### src/cfsg_pkg.sv
// Package for the clock fan-out block with source select and glitch-free gating.
// Assumes a single core clock; all pins are sampled as synchronous levels.
package cfsg_pkg;
	localparam int          CFSG_NUM_OUT   = 12;          // Outputs in the bank
	localparam logic        CFSG_SEL_DIFF  = 1'h0;        // Select level for the differential ref
	localparam logic        CFSG_SEL_TEST  = 1'h1;        // Select level for the test clock
	localparam logic        CFSG_LVL_RST   = 1'h0;        // Clock level after reset
	localparam logic        CFSG_EN_RST    = 1'h0;        // Captured enable after reset
	localparam logic [11:0] CFSG_BANK_LOW  = 12'h000;     // Bank driven low
	localparam logic [11:0] CFSG_BANK_HIGH = 12'hfff;     // Every bit of the bank set

	// Output bank: levels and drive enables travel together
	typedef struct packed {
		logic [CFSG_NUM_OUT-1:0] q;
		logic [CFSG_NUM_OUT-1:0] oe;
	} cfsg_bank_t;
endpackage : cfsg_pkg

### src/cfsg_top.sv
// Clock fan-out: source select, enable captured at falling edge, twelve gated outputs.
// Assumes clock inputs are slow against core_clk_i and sampled as plain levels.
// Assumes each phase of the selected clock lasts at least one core cycle.
// The drive enables leave the tristate buffers to the pad ring above this block.
//
// Notes on behaviour
// - Select low routes the differential reference, high routes the test clock.
// - Enable is captured only at each falling edge of the selected clock.
// - Captured enable high passes the clock; low holds every output low.
// - Enabling or disabling never makes a glitch or runt pulse.
// - Float input low releases all drivers; high drives the gated clock.
// - Twelve outputs share one selected, gated clock and common controls.
`timescale 1ns/100ps
module cfsg_top
	import cfsg_pkg::*;
(
	input  wire logic       core_clk_i,
	input  wire logic       rst_n_i,
	input  wire logic       diff_ref_clock_in_p_i,
	input  wire logic       diff_ref_clock_in_n_i,
	input  wire logic       test_clock_in_i,
	input  wire logic       clock_source_select_i,
	input  wire logic       sync_oe_i,
	input  wire logic       output_float_n_i,
	output cfsg_bank_t      bank_o
);

	// Sampled clock level, captured enable and the two output banks
	logic             clk_lvl_reg;
	logic             clk_lvl_next;
	logic             en_cap_reg;
	logic             fall_edge;
	logic [11:0]      q_reg;
	logic [11:0]      oe_reg;

	// Source mux; differential pair resolves high when p above n
	always_comb begin
		if (clock_source_select_i == CFSG_SEL_TEST) begin
			clk_lvl_next = test_clock_in_i;
		end else begin
			clk_lvl_next = diff_ref_clock_in_p_i & ~diff_ref_clock_in_n_i;
		end
	end

	// Fall seen between two samples; a phase shorter than a core cycle is missed
	assign fall_edge = clk_lvl_reg & ~clk_lvl_next;

	// Selected clock level history
	always_ff @(posedge core_clk_i) begin
		if (!rst_n_i) begin
			clk_lvl_reg <= CFSG_LVL_RST;
		end else begin
			clk_lvl_reg <= clk_lvl_next;
		end
	end

	// Enable capture at the falling edge only
	always_ff @(posedge core_clk_i) begin
		if (!rst_n_i) begin
			en_cap_reg <= CFSG_EN_RST;
		end else if (fall_edge) begin
			en_cap_reg <= sync_oe_i;
		end
	end

	// Gated clock bank; the new enable lands while the clock is low
	always_ff @(posedge core_clk_i) begin
		if (!rst_n_i) begin
			q_reg <= CFSG_BANK_LOW;
		end else if (en_cap_reg) begin
			q_reg <= {CFSG_NUM_OUT{clk_lvl_next}};
		end else begin
			q_reg <= CFSG_BANK_LOW;
		end
	end

	// Driver enables follow the float input
	always_ff @(posedge core_clk_i) begin
		if (!rst_n_i) begin
			oe_reg <= CFSG_BANK_LOW;
		end else begin
			oe_reg <= output_float_n_i ? CFSG_BANK_HIGH : CFSG_BANK_LOW;
		end
	end

	assign bank_o.q  = q_reg;
	assign bank_o.oe = oe_reg;
endmodule : cfsg_top

### config.mk
export PLATFORM = sky130hd
export DESIGN_NAME = cfsg_top
export DESIGN_NICKNAME = d
export VERILOG_FILES = /design/src/cfsg_pkg.sv /design/src/cfsg_top.sv
export SDC_FILE = /design/constraint.sdc
export NUM_CORES = 1
export LEC_CHECK = 0
export BUFFER_PORTS_ARGS = -buffer_cell sky130_fd_sc_hd__buf_2
export CAP_MARGIN = 20
export CORE_AREA = 2 2 39 41
export CTS_CLUSTER_SIZE = 20
export DETAILED_ROUTE_END_ITERATION = 6
export DIE_AREA = 0 0 41 43
export GPL_ROUTABILITY_DRIVEN = 0
export PLACE_DENSITY = 0.65
export SYNTH_ARGS = -nofsm -noshare
export SYNTH_HDL_FRONTEND = slang
export SYNTH_SLANG_ARGS = --single-unit
### constraint.sdc
create_clock -name core_clk_i -period 1.65 [get_ports core_clk_i]
set_clock_uncertainty 0.15 [all_clocks]
set_input_delay 0.0825 -clock core_clk_i [delete_from_list [all_inputs] [get_ports core_clk_i]]
set_output_delay 0.0825 -clock core_clk_i [all_outputs]
set_load 0.02 [all_outputs]
==> metrics.md, run 1 <==
| Metric | Value |
|---|---|
| Footprint of the multi-input gates | roughly 58 µm² |
| Area growth, synth to finish | 27.27% |
| CTS tree | done |
| Post-CTS Resized | 0 |
| TritonCTS Sinks | 4 |
| Unrepaired setup endpoints after global routing | false |
| Worst path slowest cell | dlygate4sd3_1 |
| Pwr/cell area | 753.1 mW/mm² |
| Worst-path fanout max | 5 |
| Die Y | 43 µm |
| Combinational power share | 22.6% |
| Slew Viols, Final | 0 |
| Final core occ | 27.85% |
| Post-CTS setup buffers | 0 |
| Fraction of layout cells with a size suffix above 1 | 64.15% |
| Initial cell density of the core | 21.88% |
| H-tree Lvls | 1 |
| Synth Cell Area | 302.8 µm² |
| YS warnings | 0 |
| # diodes | 0 |
| Worst path most repeated cell | dlygate4sd3_1 |
| FILL cells | 148 |
| Final hold vios | 0 |
| Sum Neg Setup Slack | 0 ns |
| Sequential share of power | 36.3% |
| Die area | roughly 0.0018 mm² |
| ANT nets after route | 0 |
| Worst EP required | 1.62 ns |
| Deepest clock path buffer count | 2 |
| Vias in the first global route | 206 |
| Yosys cell types | 8 |
| Initial antenna violation count | 0 |
| Critical path class | input port to register |
| Most frequent cells in the layout | buf_2 (31), dlygate4sd3_1 (5), nand2_1 (4), dfxtp_1 (4), clkbuf_4 (3) |
| Worst Setup End Kind | register |
| Sequential share of the synthesized area | between 20% and 30% |
| Most common cell after layout, fill and taps aside | buf_2 |
| Worst Tran Pin Value | 0.2683 ns |
| R2R Setup Slk | 0.88 ns |
| GRT Total Usage | 6.526% |
| Drt drc | 0 |
| Tmin final | 1.471 ns |
| Switch share | a little over a quarter |
| First-pass GRT wire length | 731 µm |
| Crit share post-route | 89.13% |
| Net switching power | just under 0.08 mW |
| Vias per cell | 3.536 |
| Final setup fails | 0 |
| Fmax | 0.6799 GHz |
| Maximum VDD drop | 0.0004469 V |
| Pint | 0.2115 mW |
| Row count | 14 |
| Largest net degree at the start of global routing | 13 |
| Vias | 244 |
| Setup slack at placement | 0.5935 ns |
| Hold WC Path Type | input port to register |
| I/O pins | 32 |
| Synthesized instance count | 36 |
| Total congestion overflow | 0 |
| Drt total wl | 512 µm |
| Final Non-Filler Cells | 69 |
| CP arrival | 1.44 ns |
| Initial DRT Pass Iterations | 2 |
| Worst path cell trace | dlygate4sd3_1 -> buf_2 -> and2_1 -> dlygate4sd3_1 |
| Max stage delay on crit path | between 0.5 and 0.6 ns |
| Hold_buf cts | 5 |
| Layout Nets | 63 |
| Crit start category | input port |
| Max Cap Viol | 0 |
| Register Area | 80.08 µm² |
| CTS buffer count | 3 |
| Leak | approximately 0.25 nW |
| Cells after DPL | 61 |
| Run status | completed |
| Clock power frac | about two fifths |
| Synth Register Bits | 4 |
| Net Count, Synth | between 40 and 50 |
| CORE AREA | 0.001384 mm² |
| Final WS setup | 0.1793 ns |
| Syn Area/Cell | 8.411 µm² |
| Clk Latency, worst-skew pair | 0.23 ns |
| Initial DRC count | 3 |
| Slew headroom | 82.09% |
| Root buffer cell | clkbuf_4 |
| Die width | 41 µm |
| DR WL/cell | approximately 7.4 µm |
| Clock Pin Slew Worst Setup and Hold Paths | 0.04 ns |
| # port buffers | 31 |
[layout make-up]
| type | count | share of cell area, % |
|---|---|---|
| Clock buffer | 3 | 5.844 |
| Sequential cell | 4 | 20.78 |
| Tap cell | 16 | 5.195 |
| Timing Repair Buffer | 36 | 53.25 |
| Multi-Input combinational cell | 10 | 14.94 |
[final timing paths]
check                       start    endpoint  cells past startpoint
setup / recovery          rst_n_i  oe_reg[10]                      4
hold / removal    test_clock_in_i  en_cap_reg                      4
setup reg to reg      clk_lvl_reg  en_cap_reg                      2
hold reg to reg        en_cap_reg  en_cap_reg                      2
[per-layer routing]
layer  track usage (%)  vias to the layer above  part of all wire (%)
met4             4.000                        0                     0
met3             4.712                        0                    11
li1                  -                      125                     -
met5                 0                        -                     0
met2             10.63                       19                    49
met1             5.145                      100                    39
[cells by family (layout without fill, tap and decap cells)]
| group | count (synthesis) | count (layout) | share of synthesized area (%) |
|---|---|---|---|
| DFF | 4 | 4 | 26.45 |
| and+or+nand+nor | 9 | 9 | 15.70 |
| buffers and inverters | 22 | 39 | 54.55 |
| muxes | 1 | 1 | 3.306 |
[power groups by stage]
stage / Combinational (mW) / Clock, mW / Sequential, mW
2_1_floorplan: 0.0516 / 0 / 0.109
3_3_place_gp: 0.0561 / 0 / 0.107
3_5_place_dp: 0.0565 / 0 / 0.107
4_1_cts: 0.0653 / 0.125 / 0.106
5_1_grt: 0.0708 / 0.140 / 0.106
6_report: 0.0655 / 0.119 / 0.105
[cell usage after synthesis]
library cell  number  area share, %
and2_1             2            4.1
and3_1             1            2.1
buf_4             22             55
dfxtp_1            4             26
mux2i_1            1            3.3
nand2_1            4            5.0
nand3_1            1            1.7
or3b_1             1            2.9
[worst max-delay path: cells and delay by family]
| kind | cells | cell delay [ns] |
|---|---|---|
| buffers and inverters | 3 | 1.23 |
| and+or+nand+nor | 1 | 0.13 |
[metrics by stage]
stage / power, mW / area (µm²) / hold WS, ns
3_3_place_gp: 0.1629 / 312.8 / 0.1424
3_5_place_dp: 0.1636 / 312.8 / 0.1410
4_1_cts: 0.2961 / 385.4 / 0.02983
2_1_floorplan: 0.1603 / 302.8 / 0.05421
5_1_grt: 0.3172 / 385.4 / 0.05975
6_report: 0.2902 / 385.4 / 0.03553
Power figures use the tool's default switching activity.
==> run 2, diff against run 1 <==
==> constraint.sdc (replaced) <==
create_clock -name core_clk_i -period 1.65 [get_ports core_clk_i]
set_clock_uncertainty 0.15 [all_clocks]
set_input_delay 0 -clock core_clk_i [delete_from_list [all_inputs] [get_ports core_clk_i]]
set_output_delay 0 -clock core_clk_i [all_outputs]
set_load 0.02 [all_outputs]
==> metrics.md, run 2 (same netlist as run 1, synthesis figures left out) <==
| Metric | Value |
|---|---|
| Row count | 14 |
| Layout Nets | 67 |
| Met1 Use GR | 5.788% |
| Initial DRT Pass Iterations | 3 |
| Deepest clock path buffer count | 2 |
| Slew Viols, Final | 0 |
| Largest net degree at the start of global routing | 13 |
| Sequential share of power | 35.3% |
| GRT Total Usage | between 7 and 8% |
| Met3 Use GR | 4.712% |
| Total congestion overflow | 0 |
| Leak | between 0.2 and 0.3 nW |
| # diodes | 0 |
| ANT nets after route | 0 |
| Crit share post-route | 92.66% |
| Initial DRC count | 4 |
| Area growth, synth to finish | 40.50% |
| Clock power frac | 39.9% |
| First-pass GRT wire length | 876 µm |
| Worst Setup End Kind | register |
| Setup slack at placement | ~0.68 ns |
| Register Area | 80.08 µm² |
| Final setup fails | 0 |
| Die width | roughly 41 µm |
| Met2 Usage GRT | 14.06% |
| Worst EP required | 1.62 ns |
| Initial antenna violation count | 0 |
| Sum Neg Setup Slack | 0 ns |
| Crit start category | input port |
| Clk Latency, worst-skew pair | 0.23 ns |
| Max Cap Viol | 0 |
| Footprint of the multi-input gates | 57.56 µm² |
| Die area | 0.001763 mm² |
| Net switching power | 0.07985 mW |
| Final hold vios | 0 |
| Run status | completed |
| Hold WC Path Type | input port to register |
| Combinational power share | 24.8% |
| FILL cells | between 100 and 150 |
| CORE AREA | 0.001384 mm² |
| Fmax | 0.6541 GHz |
| Critical path class | input port to register |
| CTS buffer count | 3 |
| CP arrival | 1.50 ns |
| Most common cell after layout, fill and taps aside | buf_2 |
| Drt drc | 0 |
| H-tree Lvls | 1 |
| Unrepaired setup endpoints after global routing | false |
| Most Crowded Layer GR | met2 |
| Maximum VDD drop | 0.0004469 V |
| Final WS setup | 0.1212 ns |
| Slew headroom | between 80% and 90% |
| Worst Tran Pin Value | approximately 0.27 ns |
| Vias | 260 |
| Vias per cell | 3.562 |
| Vias in the first global route | 239 |
| Tmin final | 1.529 ns |
| Fraction of layout cells with a size suffix above 1 | approximately 60% |
| Switch share | 26.77% |
| DR WL/cell | 7.904 µm |
| Most frequent cells in the layout | buf_2 (31), dlygate4sd3_1 (9), nand2_1 (4), dfxtp_1 (4), clkbuf_4 (3) |
| # port buffers | 31 |
| Initial cell density of the core | 21.88% |
| TritonCTS Sinks | 4 |
| Die Y | 43 µm |
| Drt total wl | 577 µm |
| Clock Pin Slew Worst Setup and Hold Paths | 0.04 ns |
| Post-CTS setup buffers | 0 |
| CTS tree | done |
| I/O pins | 32 |
| Pwr/cell area | roughly 700 mW/mm² |
| Pint | 0.2184 mW |
| Worst-path fanout max | 2 |
| Root buffer cell | clkbuf_4 |
-- run 2: cell type report --
| type | count | share of cell area [%] |
|---|---|---|
| Multi-Input combinational cell | 10 | 13.53 |
| Clock buffer | 3 | 5.294 |
| Sequential cell | 4 | 18.82 |
| Tap cell | 16 | 4.706 |
| Timing Repair Buffer | 40 | 57.65 |
-- run 2: worst paths after layout --
kind / startpoint / endpoint / slack, ns / cells after the start
hold / removal: diff_ref_clock_in_n_i / en_cap_reg / 0.07 / 4
setup / recovery: clock_source_select_i / q_reg[0] / 0.12 / 6
hold reg to reg: en_cap_reg / q_reg[0] / 0.32 / 1
setup reg to reg: clk_lvl_reg / en_cap_reg / 0.86 / 2
-- run 2: timing repair --
action | 4_1_cts | 5_1_grt
gates resized for setup | 0 | 0
endpoints found under the setup margin | 0 | 0
hold buffers | 9 | 0
hold endpoints to repair | 4 | 0
-- run 2: through the flow --
stage	std cells	instance area (µm²)	hold WS, ns	util (%)	power (mW)
after floorplan	36	302.8	-0.02829	-	0.1603
after global placement	61	312.8	0.05992	22.60	0.1629
after detailed placement	61	312.8	0.05854	22.60	0.1636
after CTS	73	425.4	0.04560	30.74	0.3040
after global routing	73	425.4	0.1217	30.74	0.3269
final	73	425.4	0.06988	30.74	0.2983
-- run 2: critical path, cell delays in order --
cell and delay [ns]:
buf_2 0.10, dlygate4sd3_1 0.55, nand2_1 0.08, nand2_1 0.06, dlygate4sd3_1 0.54, and3_1 0.17
-- run 2: power groups by stage --
| stage | Sequential, mW | Combinational (mW) | Clock [mW] |
|---|---|---|---|
| after floorplan | 0.109 | 0.0516 | 0 |
| after global placement | 0.107 | 0.0561 | 0 |
| after detailed placement | 0.107 | 0.0565 | 0 |
| after CTS | 0.106 | 0.0732 | 0.125 |
| after global routing | 0.106 | 0.0805 | 0.140 |
| final | 0.105 | 0.0739 | 0.119 |
-- run 2: metal layers --
| metal | routed length [µm] | up-vias |
|---|---|---|
| met4 | 0 | 0 |
| li1 | - | 133 |
| met3 | 56 | 0 |
| met2 | 310 | 19 |
| met5 | 0 | - |
| met1 | 211 | 108 |
